<file path="src/verilog/gdac_regs.svh">
// Constants of the gamma DAC update control block.
// Assumes inclusion by bare name wherever a constant is needed.
//
// Functional notes
// - Eighteen gamma plus two common channels, 10-bit
// - Storage register and separate output register each
// - General call 00h then 06h: full reset
// - Always ack 00h; nack other call data
// - Power-up reset drives all channels midscale
// - Pointer top bits 100: reset all midscale; the code does this only with the channel select below 20
// - Pointer top bits 010: reset one channel
// - Output code linear: low plus code span/1024
// - Latch pin low: output follows each write
// - Latch pin high holds; falling copies all
// - Bit 15 set: update all after word
// - Resets update outputs regardless of latch pin
// - Respond on serial bus at address 74h
// - Common channels written independently of gamma ones
// - Slave only; clock line is input only
// - Standard, fast and high-speed modes supported
`ifndef GDAC_REGS_SVH
`define GDAC_REGS_SVH

`define GDAC_CHANNELS      20          // Total DAC channels
`define GDAC_GAMMA_CHANS   18          // Gamma channels, indices 0..17
`define GDAC_CODE_W        10          // Code width per channel
`define GDAC_MIDSCALE      10'h200     // Reset code, half of span
`define GDAC_DEV_ADDR      8'h74       // Write address byte of this slave
`define GDAC_GC_ADDR       8'h00       // General call address byte
`define GDAC_GC_RESET      8'h06       // General call reset data byte
`define GDAC_CMD_HI        7           // Pointer command field, top bit
`define GDAC_CMD_LO        5           // Pointer command field, bottom bit
`define GDAC_CMD_RST_ALL   3'h4        // Pointer command: reset all channels
`define GDAC_CMD_RST_ONE   3'h2        // Pointer command: reset selected channel
`define GDAC_SEL_HI        4           // Pointer channel select, top bit
`define GDAC_UPD_BIT       15          // Word bit requesting update of all
`define GDAC_BYTE_BITS     4'h8        // Data bits per byte on the link

`endif

</file>
<file path="src/verilog/gdac_pkg.sv">
// Types shared by the gamma DAC update control block.
// Assumes gdac_regs.svh supplies the numeric constants.
`include "gdac_regs.svh"

package gdac_pkg;

    // One channel code
    typedef logic [`GDAC_CODE_W-1:0] gdac_code_type;

    // Whole bank of channel codes, channel 0 in the low bits
    typedef gdac_code_type [`GDAC_CHANNELS-1:0] gdac_bank_type;

    // Synchronised link events and levels
    typedef struct packed {
        logic scl_rise;     // Clock line rising edge seen
        logic scl_fall;     // Clock line falling edge seen
        logic start;        // Start or repeated start
        logic stop;         // Stop condition
        logic sda;          // Synchronised data level
        logic latch_fall;   // Latch pin went from high to low
        logic latch;        // Synchronised latch pin level
    } gdac_link_type;

    // Bit-level slave state
    typedef enum logic [1:0] {
        GDAC_ST_IDLE = 2'b00,
        GDAC_ST_RX   = 2'b01,
        GDAC_ST_ACK  = 2'b10,
        GDAC_ST_SKIP = 2'b11
    } gdac_state_type;

    // Meaning of the byte now being received
    typedef enum logic [2:0] {
        GDAC_PH_ADDR = 3'b000,
        GDAC_PH_GC   = 3'b001,
        GDAC_PH_PTR  = 3'b010,
        GDAC_PH_MSB  = 3'b011,
        GDAC_PH_LSB  = 3'b100
    } gdac_phase_type;

endpackage : gdac_pkg

</file>
<file path="src/verilog/gdac_update_control.sv">
// Gamma DAC update control: two-wire slave, pointer decode and double-buffered channel codes.
// Assumes the data line is resolved outside,
// an external master clocks the link,
// converters turn each code into a level.
`timescale 1ns/100ps
`include "gdac_regs.svh"

module gdac_update_control #(
    parameter logic [7:0] DEV_ADDR = `GDAC_DEV_ADDR     // Write address byte
) (
    input  wire logic                  i_ref_clk,
    input  wire logic                  i_rst,
    input  wire logic                  i_scl,
    input  wire logic                  i_sda,
    input  wire logic                  i_latch_load_pin,
    output logic                       o_sda_o,
    output logic                       o_sda_oe,
    output gdac_pkg::gdac_bank_type    o_dac_code
);

    ////////////////////////////////////////////////////////////////////////////
    // Declarations

    gdac_pkg::gdac_link_type   link;          // Synchronised link events

    gdac_pkg::gdac_state_type  state;         // Bit-level state
    gdac_pkg::gdac_state_type  next_state;    // Its next value
    gdac_pkg::gdac_phase_type  phase;         // Role of current byte
    gdac_pkg::gdac_phase_type  next_phase;    // Role after the ack

    logic [3:0]                bit_cnt;       // Bits received in this byte
    logic [7:0]                shift;         // Incoming byte, MSB first

    logic [7:0]                pointer;       // Last pointer byte, index advances
    logic [7:0]                msb_byte;      // High byte awaiting its low byte

    logic                      sda_oe;        // Ack drive

    gdac_pkg::gdac_bank_type   store;         // Storage registers
    gdac_pkg::gdac_bank_type   outreg;        // Output registers

    ////////////////////////////////////////////////////////////////////////////
    // Pin front end

    gdac_link_rx u_link_rx (
        .i_ref_clk        (i_ref_clk),
        .i_rst            (i_rst),
        .i_scl            (i_scl),
        .i_sda            (i_sda),
        .i_latch_load_pin (i_latch_load_pin),
        .o_link           (link)
    );

    ////////////////////////////////////////////////////////////////////////////
    // Byte decode: decisions are taken on the clock fall
    // that ends the eighth bit,
    // when the ack must start.

    // Eighth bit in and the clock just fell
    wire byte_end = (state == gdac_pkg::GDAC_ST_RX) & link.scl_fall & (bit_cnt == `GDAC_BYTE_BITS);

    // Phase tests
    wire ph_addr = (phase == gdac_pkg::GDAC_PH_ADDR);
    wire ph_gc   = (phase == gdac_pkg::GDAC_PH_GC);
    wire ph_ptr  = (phase == gdac_pkg::GDAC_PH_PTR);
    wire ph_msb  = (phase == gdac_pkg::GDAC_PH_MSB);
    wire ph_lsb  = (phase == gdac_pkg::GDAC_PH_LSB);

    // Address matches; reads are not served
    wire addr_dev = (shift == DEV_ADDR);
    wire addr_gc  = (shift == `GDAC_GC_ADDR);
    wire gc_ok    = (shift == `GDAC_GC_RESET);

    // Pointer fields of the byte now complete
    wire [2:0] new_cmd = shift[`GDAC_CMD_HI:`GDAC_CMD_LO];
    wire [4:0] new_sel = shift[`GDAC_SEL_HI:0];
    wire       new_ok  = (new_sel < 5'(`GDAC_CHANNELS));

    // Fields of the stored pointer, used for data writes
    wire [2:0] ptr_cmd = pointer[`GDAC_CMD_HI:`GDAC_CMD_LO];
    wire [4:0] ptr_sel = pointer[`GDAC_SEL_HI:0];
    wire       ptr_ok  = (ptr_sel < 5'(`GDAC_CHANNELS));

    // Reset pointers carry no data; later bytes are dropped
    wire       ptr_wr  = ptr_ok & (ptr_cmd != `GDAC_CMD_RST_ALL) & (ptr_cmd != `GDAC_CMD_RST_ONE);

    // Ack: call address always, call data only if reset
    wire ack = ph_addr ? (addr_dev | addr_gc) :
               ph_gc   ? gc_ok : 1'b1;

    // Full word: high byte then low byte
    wire [15:0] word = {msb_byte, shift};
    wire [`GDAC_CODE_W-1:0] new_code = word[`GDAC_CODE_W-1:0];

    ////////////////////////////////////////////////////////////////////////////
    // Channel actions, each a one-cycle strobe at byte_end or, for copy_all, at a latch pin fall

    // General call reset acts as a power cycle
    wire gc_reset  = byte_end & ph_gc & gc_ok;
    wire rst_all   = byte_end & ph_ptr & new_ok & (new_cmd == `GDAC_CMD_RST_ALL);
    wire rst_one   = byte_end & ph_ptr & new_ok & (new_cmd == `GDAC_CMD_RST_ONE);
    wire data_wr   = byte_end & ph_lsb & ptr_wr;

    // Software update only while the latch pin holds
    wire sw_update = data_wr & link.latch & word[`GDAC_UPD_BIT];

    // Copy all storage into output registers
    wire copy_all  = link.latch_fall | sw_update;

    ////////////////////////////////////////////////////////////////////////////
    // Next state of the bit-level machine

    always_comb begin
        next_state = state;
        unique case (state)
            gdac_pkg::GDAC_ST_IDLE: begin
                next_state = gdac_pkg::GDAC_ST_IDLE;      // Waits for a start
            end
            gdac_pkg::GDAC_ST_RX: begin
                if (byte_end) begin
                    // Not addressed: silent until the next start
                    next_state = ack ? gdac_pkg::GDAC_ST_ACK : gdac_pkg::GDAC_ST_SKIP;
                end
            end
            gdac_pkg::GDAC_ST_ACK: begin
                if (link.scl_fall) begin
                    next_state = gdac_pkg::GDAC_ST_RX;    // Ninth clock over
                end
            end
            gdac_pkg::GDAC_ST_SKIP: begin
                next_state = gdac_pkg::GDAC_ST_SKIP;
            end
        endcase

        // Start restarts from any state, stop ends the frame
        if (link.start) begin
            next_state = gdac_pkg::GDAC_ST_RX;
        end else if (link.stop) begin
            next_state = gdac_pkg::GDAC_ST_IDLE;
        end
    end

    ////////////////////////////////////////////////////////////////////////////
    // Role of the next byte,
    // taken once this one is acked

    always_comb begin
        next_phase = phase;
        unique case (phase)
            gdac_pkg::GDAC_PH_ADDR: next_phase = addr_gc ? gdac_pkg::GDAC_PH_GC : gdac_pkg::GDAC_PH_PTR;
            gdac_pkg::GDAC_PH_GC:   next_phase = gdac_pkg::GDAC_PH_GC;
            gdac_pkg::GDAC_PH_PTR:  next_phase = gdac_pkg::GDAC_PH_MSB;
            gdac_pkg::GDAC_PH_MSB:  next_phase = gdac_pkg::GDAC_PH_LSB;
            gdac_pkg::GDAC_PH_LSB:  next_phase = gdac_pkg::GDAC_PH_MSB;
            default:                next_phase = gdac_pkg::GDAC_PH_ADDR;  // Codes 5..7 unused
        endcase
    end

    ////////////////////////////////////////////////////////////////////////////
    // State register
    // reset to idle

    always_ff @(posedge i_ref_clk) begin
        if (i_rst) begin
            state <= gdac_pkg::GDAC_ST_IDLE;
        end else begin
            state <= next_state;
        end
    end

    ////////////////////////////////////////////////////////////////////////////
    // Phase register:
    // a start always expects an address byte

    always_ff @(posedge i_ref_clk) begin
        if (i_rst || link.start) begin
            phase <= gdac_pkg::GDAC_PH_ADDR;
        end else if ((state == gdac_pkg::GDAC_ST_ACK) && link.scl_fall) begin
            phase <= next_phase;
        end
    end

    ////////////////////////////////////////////////////////////////////////////
    // Bit counter and shift register;
    // data sampled on the clock rise

    always_ff @(posedge i_ref_clk) begin
        if (i_rst || link.start) begin
            bit_cnt <= 4'h0;
        end else if ((state == gdac_pkg::GDAC_ST_ACK) && link.scl_fall) begin
            bit_cnt <= 4'h0;
        end else if ((state == gdac_pkg::GDAC_ST_RX) && link.scl_rise) begin
            bit_cnt <= bit_cnt + 4'h1;
        end
    end

    always_ff @(posedge i_ref_clk) begin
        if (i_rst) begin
            shift <= 8'h00;
        end else if ((state == gdac_pkg::GDAC_ST_RX) && link.scl_rise) begin
            shift <= {shift[6:0], link.sda};
        end
    end

    ////////////////////////////////////////////////////////////////////////////
    // Pointer and high byte.
    // The index steps after each word,
    // so a burst fills consecutive channels.

    always_ff @(posedge i_ref_clk) begin
        if (i_rst || gc_reset) begin
            pointer <= 8'h00;
        end else if (byte_end && ph_ptr) begin
            pointer <= shift;
        end else if (byte_end && ph_lsb) begin
            pointer <= {pointer[7:5], ptr_sel + 5'h01};
        end
    end

    always_ff @(posedge i_ref_clk) begin
        if (i_rst) begin
            msb_byte <= 8'h00;
        end else if (byte_end && ph_msb) begin
            msb_byte <= shift;
        end
    end

    ////////////////////////////////////////////////////////////////////////////
    // Ack drive: low from the end of bit eight
    // to the end of bit nine.
    // The clock line is never driven.

    always_ff @(posedge i_ref_clk) begin
        if (i_rst || link.start || link.stop) begin
            sda_oe <= 1'b0;
        end else if (byte_end && ack) begin
            sda_oe <= 1'b1;
        end else if ((state == gdac_pkg::GDAC_ST_ACK) && link.scl_fall) begin
            sda_oe <= 1'b0;
        end
    end

    ////////////////////////////////////////////////////////////////////////////
    // Channel bank: storage and output register
    // per channel. Each channel has its own select,
    // so gamma and common channels are written
    // independently; copy_all updates both groups at once.

    genvar ch;
    generate
        for (ch = 0; ch < `GDAC_CHANNELS; ch = ch + 1) begin : g_chan

            // This channel is the one addressed by the pointer
            wire hit_wr  = data_wr & (ptr_sel == 5'(ch));
            wire hit_rst = rst_one & (new_sel == 5'(ch));
            // Any reset of this channel; it ignores the latch pin
            wire do_rst  = gc_reset | rst_all | hit_rst;

            // Value that storage will hold after this cycle
            wire [`GDAC_CODE_W-1:0] new_store = hit_wr ? new_code : store[ch];

            // Storage register
            always_ff @(posedge i_ref_clk) begin
                if (i_rst || do_rst) begin
                    store[ch] <= `GDAC_MIDSCALE;
                end else if (hit_wr) begin
                    store[ch] <= new_code;
                end
            end

            // Output register; an update word reaches
            // outputs with the storage it fills
            always_ff @(posedge i_ref_clk) begin
                if (i_rst || do_rst) begin
                    outreg[ch] <= `GDAC_MIDSCALE;
                end else if (hit_wr && !link.latch) begin
                    outreg[ch] <= new_code;
                end else if (copy_all) begin
                    outreg[ch] <= new_store;
                end
            end
        end
    endgenerate

    ////////////////////////////////////////////////////////////////////////////
    // Outputs, straight from flip-flops.
    // Converters scale codes linearly,
    // one step being span/1024.

    assign o_dac_code = outreg;

    assign o_sda_oe   = sda_oe;

    // Open-drain: the data value is a constant low register
    always_ff @(posedge i_ref_clk) begin
        if (i_rst) begin
            o_sda_o <= 1'b0;
        end else begin
            o_sda_o <= 1'b0;
        end
    end

endmodule : gdac_update_control

</file>
<file path="src/verilog/gdac_link_rx.sv">
// Link front end: syncs clock, data and latch pins, finds their edges.
// Assumes asynchronous inputs whose levels last three clocks or more.
`timescale 1ns/100ps
`include "gdac_regs.svh"

module gdac_link_rx (
    input  wire logic                  i_ref_clk,
    input  wire logic                  i_rst,
    input  wire logic                  i_scl,
    input  wire logic                  i_sda,
    input  wire logic                  i_latch_load_pin,
    output gdac_pkg::gdac_link_type    o_link
);

    logic [2:0] meta;     // First synchroniser stage: scl, sda, latch
    logic [2:0] sync;     // Second stage, safe to use
    logic [2:0] prev;     // Previous synchronised value for edges

    ////////////////////////////////////////////////////////////////////////////
    // Three flip-flops per pin, two of them synchronising; only sync reads meta
    always_ff @(posedge i_ref_clk) begin
        if (i_rst) begin
            meta <= 3'h7;
            sync <= 3'h7;
            prev <= 3'h7;
        end else begin
            meta <= {i_latch_load_pin, i_sda, i_scl};
            sync <= meta;
            prev <= sync;
        end
    end

    ////////////////////////////////////////////////////////////////////////////
    // Edge and condition decode; the clock line is only ever sampled
    assign o_link.scl_rise   = sync[0] & ~prev[0];
    assign o_link.scl_fall   = ~sync[0] & prev[0];
    // Data moving while clock high marks start or stop
    assign o_link.start      = sync[0] & prev[0] & prev[1] & ~sync[1];
    assign o_link.stop       = sync[0] & prev[0] & ~prev[1] & sync[1];
    assign o_link.sda        = sync[1];
    assign o_link.latch_fall = prev[2] & ~sync[2];
    assign o_link.latch      = sync[2];

endmodule : gdac_link_rx

</file>
<file path="config.mk">
export PLATFORM = sky130hd
export DESIGN_NAME = gdac_update_control
export DESIGN_NICKNAME = d
export VERILOG_FILES = /design/src/verilog/gdac_pkg.sv /design/src/verilog/gdac_update_control.sv /design/src/verilog/gdac_link_rx.sv
export VERILOG_INCLUDE_DIRS = /design/src /design/src/verilog
export SDC_FILE = /design/constraint.sdc
export NUM_CORES = 1
export LEC_CHECK = 0
export ABC_AREA = 1
export BUFFER_PORTS_ARGS = -buffer_cell sky130_fd_sc_hd__buf_2
export CAP_MARGIN = 5
export CORE_AREA = 2 2 213 215
export CTS_BUF_LIST = sky130_fd_sc_hd__clkbuf_8 sky130_fd_sc_hd__clkbuf_16
export DETAILED_ROUTE_END_ITERATION = 8
export DIE_AREA = 0 0 215 217
export PLACE_DENSITY = 0.72
export SLEW_MARGIN = 10
export SYNTH_ARGS = -nofsm -noshare
export SYNTH_HDL_FRONTEND = slang
export SYNTH_HIERARCHICAL = 1
export SYNTH_SLANG_ARGS = --single-unit
</file>
<file path="constraint.sdc">
create_clock -name i_ref_clk -period 2.7 [get_ports i_ref_clk]
set_input_delay 0.135 -clock i_ref_clk [delete_from_list [all_inputs] [get_ports i_ref_clk]]
set_output_delay 0.135 -clock i_ref_clk [all_outputs]
set_load 0.005 [all_outputs]
</file>
Yosys cells after proc, flatten, opt, wreduce, memory -nomap -nowiden
Index checks and enable logic that the tools add are counted.

Multiplexer cells: 74. Add/subtract/negate cells: 2. Reductions and logical operators: 82. Equal/unequal tests: 56. $lt $le $gt $ge: 2. Bitwise gates (word level): 90.

Operators with widths (number): 10-bit 2-to-1 mux (60); 5-bit by 4-bit == test with 1-bit output, second input constant (16); 1-bit bitwise AND (62); 2-bit nonzero test (22); 5-bit by 3-bit == test with 1-bit output, second input constant (8); 5-bit == test, second input constant (8); 1-bit logical AND (26); 1-bit logical OR (23); 1-bit bitwise OR (23); 5-bit by 2-bit == test with 1-bit output, second input constant (4); 3-bit case mux with 4 select lines (1); 5-bit by 1-bit == test with 1-bit output, second input constant (2); 5-bit logical NOT (2); 5-bit less-than comparator, second input constant (2); 3-bit by 2-bit == test with 1-bit output, second input constant (3); 8-bit by 3-bit == test with 1-bit output, second input constant (1); 8-bit by 7-bit == test with 1-bit output, second input constant (1); 8-bit logical NOT (1); 8-bit 2-to-1 mux (1); 4-bit != test, second input constant (2); 2-bit case mux with 4 select lines (1); 1-bit 2-to-1 mux (7); 3-bit == test, second input constant (2); 2-bit 2-to-1 mux (3); 17 further kinds (25).

Input bits: 5. Register bits: 443. Word-level logic and storage cells: 358. Output and inout bits: 202.

Logic depth before layout (Yosys ltp)
Word-level depth: 11. Depth in mapped cells: 13. Depth with buffers taken out: 11.

Hierarchy
Netlist, hierarchy kept.

By module, submodules not included: gdac_update_control (sequential area each 8588.2 sq um, times used 1, area an instance 18119.9 sq um, cells each 2532); gdac_link_rx (sequential area each 180.2 sq um, times used 1, area an instance 299.0 sq um, cells each 34).

Least setup slack after synthesis
Ideal clock, no wire load.

Path type: flip-flop to flip-flop. From: register bit_cnt[1]. To: register outreg (netlist bit o_dac_code[119]). Buffers on the path: 4. Data arrival time: 1741 ps. Data required time: 2578 ps. Slack: 837 ps. Stages on the path, launching flop included: 14. Clock period less this slack: 1863 ps. Library setup time: 122 ps. Path through: dfxtp_1 inv_1 ha_1 nand3_1 nor2_4 nand2_2 nor2_4 buf_6 buf_6 buf_8 nand3_4 buf_6 nand3_1 nand3b_1.

Longest elaborated chain between the ends: 8.

RTL lines: start, declared (line gdac_update_control.sv:31) `logic [3:0] bit_cnt;`; start signal, assigned (line gdac_update_control.sv:193) `bit_cnt <= bit_cnt + 4'h1;`; 4-bit == test (no source line) (*); 1-bit bitwise AND (*) (line gdac_update_control.sv:60) `` wire byte_end = (state == gdac_pkg::GDAC_ST_RX) & link.scl_fall & (bit_cnt == `GDAC_BYTE_BITS); ``; 1-bit bitwise AND (on tied branches) (2 in series) (line gdac_update_control.sv:102, gdac_update_control.sv:100, gdac_update_control.sv:101); 1-bit bitwise AND (on tied branches); 10-bit 2-to-1 mux (tied with other cells) (line gdac_update_control.sv:260) `` wire [`GDAC_CODE_W-1:0] new_store = hit_wr ? new_code : store[ch]; ``; 10-bit 2-to-1 mux (tied with other cells) (line gdac_update_control.sv:278) `end else if (copy_all) begin`; 10-bit 2-to-1 mux (tied with other cells) (line gdac_update_control.sv:276) `end else if (hit_wr && !link.latch) begin`; end signal, assigned by index (line gdac_update_control.sv:275) `` outreg[ch] <= `GDAC_MIDSCALE; ``; end signal, assigned by index (line gdac_update_control.sv:277) `outreg[ch] <= new_code;`; end signal, assigned by index (line gdac_update_control.sv:279) `outreg[ch] <= new_store;`; end, declared (line gdac_update_control.sv:40) `gdac_pkg::gdac_bank_type outreg;`.

Every way passes the cells marked *; elsewhere a longest branch is shown, timed or not. The select of a mux whose other input is x is not followed. A chain may end at the register's enable or synchronous reset.

Final worst setup path
From: register bit_cnt[0]. To: register store[49] in the netlist's numbering.

Longest elaborated chain between the ends: 8.

RTL lines: 4-bit == test (no source line) (*); 1-bit bitwise AND (*) (line gdac_update_control.sv:60); 1-bit bitwise AND (2 in series) (line gdac_update_control.sv:100, gdac_update_control.sv:101); 1-bit bitwise AND (on tied branches) (line gdac_update_control.sv:100, gdac_update_control.sv:101); 1-bit bitwise OR / 1-bit bitwise AND (equally long branches) (line gdac_update_control.sv:257, gdac_update_control.sv:255); 1-bit bitwise OR (line gdac_update_control.sv:257) `wire do_rst = gc_reset | rst_all | hit_rst;`; 1-bit logical OR (line gdac_update_control.sv:264) `if (i_rst || do_rst) begin`; end signal, assigned by index (line gdac_update_control.sv:265) `` store[ch] <= `GDAC_MIDSCALE; ``; end signal, assigned by index (line gdac_update_control.sv:267) `store[ch] <= new_code;`; end, declared (line gdac_update_control.sv:39) `gdac_pkg::gdac_bank_type store;`.

Every way passes the cells marked *; elsewhere a longest branch is shown, timed or not.

==> implementation parameters <==
Parameter                              Value

Run status
  Outcome ... complete, but fails checks
  Failing checks ... negative setup slack

STA
  Slew headroom ... 28.8%
  Actual slew at the worst max-slew pin ... 1060 ps
  Setup violation total in the final timing report ... 1
  Final Hold Violating Endpoints ... 0
  Final worst slack ... -12.4 ps
  Post-route fraction of the period consumed by the critical path ... 100%
  Clk_skew ... 23.5 ps
  Final number of max-transition violations ... 0
  Maximum clock frequency ... 369 MHz
  Setup repair after global routing missed its margin ... yes
  Period minus WS final ... 2710 ps
  Total negative setup slack ... -12.4 ps

Synth
  Synthesized netlist net count ... 2578
  Most used DFF post-synth ... dfxtp_1
  Post-Synthesis Cells ... 2566
  Number of synthesized register bits ... 438
  Area share of the leading cell type in the synthesized netlist ... 47.6%
  Post-synthesis instance area ... 18400 µm²
  Post-synthesis average cell area ... 7.18 µm²
  Biggest area contributors in the synthesized netlist ... dfxtp_1, nor2_1, nand2_1, nand3b_1, o21ai_0
  Number of flops mapped to enable cells by yosys ... 0
  Cell taking the most area after synthesis ... dfxtp_1
  Part of the Yosys area used for sequential elements ... 47.6%
  Yosys warning count ... 6
  Share of flip-flops with an asynchronous set or reset after synthesis ... 0%
  Number of unique standard cell types used by synthesis ... 37

Clock tree
  CTS Sinks ... 438
  CTS Buf Count ... 48
  Clock transition time at the flip-flop clock pins of the worst setup and hold paths ... 60 ps
  Post-CTS Setup Bufs ... 0
  Insertion delay of the later-clocked pin in the worst-skew pair ... 590 ps
  Clock root cell ... clkbuf_16
  H-tree lvl count ... 2
  CTS tree ... yes
  CTS Buffer Depth ... 3

Final layout
  Number of nets at the end of the flow ... 2729
  Share of post-route cells with drive strength above 1 ... 14.8%
  Most frequent cells in the layout ... nor2_1, nand2_1, dfxtp_1, inv_1, o21ai_0
  Most common cell after layout, fill and taps aside ... nor2_1
  Layout overhead on the synthesized area ... 16.9%
  Number of diodes added for antenna fixing ... 0
  Final cell utilization of the core ... 48.2%
  # fillers ... 4395
  Total area of sequential cells ... 8770 µm²
  Footprint of the multi-input gates ... 8120 µm²

Global routing
  Antenna violations before repair ... 1
  Maximum number of pins on one net before global-route repair ... 111
  Global-route wire length before repair ... 83400 µm
  Via count of the first global-routing pass ... 15600
  Overall fraction of global-route tracks in use ... 22.2%
  Overflow after GRT ... 0

Placed design
  Post-DP HPWL ... 35100 µm
  Worst setup slack after placement ... 21.2 ps
  Global placement routability congestion ... 0.931
  Count of buffers from port buffering ... 205

Setup path
  Critical Path RT ... 3180 ps
  Crit path kind ... register to register
  CP max FO ... 15
  Setup slack on the worst flop-to-flop path ... -10 ps
  R2R Path End ... store[49]$_SDFF_PP1_
  Reg-to-reg critical path startpoint ... bit_cnt[0]$_SDFFE_PP0P_
  CP endpoint kind ... register
  Slowest CP cell ... nor2_1
  Cell breakdown of the critical path ... inv_1, ha_1, nand2_1, inv_1, nand3_1, nor2_4, nand3_1, nand2_2, nor2_1, inv_2, or2_1
  Critical path launch point type ... register
  Stage delay of the slowest cell on the critical path ... 770 ps
  Critical Path AT ... 3190 ps
  Length in cells of the worst reg-to-reg path ... 11

Hold path
  Class of the tightest hold or removal check ... primary input to register
  WHS Path Cells ... 3
  Launch point of the worst hold path ... i_sda
  Hold endpoint ... u_link_rx/meta[1]$_SDFF_PP1_

Detailed routing
  Wire length reported by the detailed router ... 52700 µm
  Total via count in the routed design ... 16500
  Routed length on met2 ... 23700 µm
  Count of unresolved DRC violations after routing ... 0
  Count of antenna-violating nets left after detailed routing ... 0
  First-pass detailed-route iteration total ... 5
  Uppermost routed layer ... met4
  Average wire per standard cell ... 15.7 µm
  Wl on met1 ... 24200 µm
  Count of routing violations after the opening detailed-route iteration ... 1259
  Length of routed met3 wiring ... 3360 µm
  Detail-routed via count per cell ... 4.92

Floorplanning
  Number of rows in the core area ... 78
  Starting Density ... 41.2%
  Die Y ... 217 µm
  Die Outline Area ... 46700 µm²
  Die boundary width ... 215 µm
  Number of I/O pins ... 207
  Core area ... 44700 µm²

Power
  Static Leak ... 0.00999 µW
  Worst vdd ir ... 0.000383 V
  Power per unit of standard cell area ... 650 nW/µm²

Run
  Number of maximum-capacitance constraint violations ... 0
==> power breakdown <==
group	internal, µW	leakage [µW]	switching [µW]
Combinational	304	0.00561	470
Clock	3890	0.000825	2630
Sequential	6610	0.00355	81.1
Total	10800	0.00999	3190
==> timing repair <==
item,4_1_cts,5_1_grt
gates resized for setup,0,32
endpoints found under the setup margin,0,358
hold endpoints to repair,5,0
hold buffers,4,0
==> kinds of logic (layout without fill, tap and decap cells) <==
| kind of cell | after synthesis | count (layout) | share of synthesized area, % |
|---|---|---|---|
| simple gates | 1468 | 1468 | 35.7 |
| flops | 438 | 438 | 47.6 |
| buf+inv | 389 | 574 | 8.98 |
| compound gates | 262 | 262 | 7.21 |
| fa+ha+maj | 7 | 7 | 0.475 |
| other cells | 1 | 1 | 0.0204 |
| xor+xnor | 1 | 1 | 0.0476 |
==> worst max-delay path: cells and delay by family, from the launching register on <==
family | cells | cell delay, ps
buf+inv | 3 | 340
fa+ha+maj | 1 | 210
simple gates | 7 | 1680
flops | 1 | 360
==> layout make-up <==
cell class | count | area share (%)
Sequential cell | 438 | 40.7
Clock inverter | 23 | 0.860
Inverter | 239 | 4.17
Timing Repair Buffer | 251 | 6.55
Multi-Input combinational cell | 1739 | 37.7
Clock buffer | 61 | 6.46
Tap cell | 600 | 3.49
==> routing by layer <==
metal | global-route usage [%] | up-vias
met4 | 8.07 | 0
li1 | - | 8286
met5 | 0 | -
met1 | 29.9 | 7574
met3 | 3.68 | 95
met2 | 35.8 | 542
==> flip-flops by register name, indices dropped and copies added (netlist names) <==
| signal | count |
|---|---|
| bit_cnt | 4 |
| msb_byte | 3 |
| o_dac_code | 200 |
| o_sda_oe | 1 |
| phase | 3 |
| pointer | 8 |
| shift | 8 |
| state | 2 |
| store | 200 |
| u_link_rx/meta | 3 |
| u_link_rx/prev | 3 |
| u_link_rx/sync | 3 |
==> worst max-delay path by stage <==
stage                                        from                            to  slack [ps]  cells after the start
after global placement    bit_cnt[0]$_SDFFE_PP0P_          store[49]$_SDFF_PP1_          70                     11
after global routing      bit_cnt[0]$_SDFFE_PP0P_          store[49]$_SDFF_PP1_        -180                     11
after floorplan           bit_cnt[1]$_SDFFE_PP0P_  o_dac_code[119]$_SDFFE_PP1P_         840                     13
after CTS                 bit_cnt[0]$_SDFFE_PP0P_          store[49]$_SDFF_PP1_          20                     11
after detailed placement  bit_cnt[0]$_SDFFE_PP0P_          store[49]$_SDFF_PP1_          20                     11
final                     bit_cnt[0]$_SDFFE_PP0P_          store[49]$_SDFF_PP1_         -10                     11
==> Yosys cell counts (16+ instances only) <==
cell	instances
o21ai_0	210
inv_2	17
and2_1	37
nor3_1	16
nand3_1	80
nand3b_1	173
a21oi_1	44
nand2_1	549
nor2_1	553
clkbuf_1	51
inv_1	222
nor2_2	24
buf_2	72
dfxtp_1	438
==> through the flow <==
stage | total power [µW] | area [µm²] | hold WS (ps) | cells
3_3_place_gp | 7580 | 19800 | 328 | 3263
6_report | 14000 | 21500 | 279 | 3351
5_1_grt | 14500 | 21500 | 276 | 3351
4_1_cts | 14100 | 21400 | 258 | 3351
3_5_place_dp | 7600 | 19800 | 333 | 3263
2_1_floorplan | 7310 | 18400 | 204 | 2566
No activity file was read; power rests on OpenSTA's default activity.
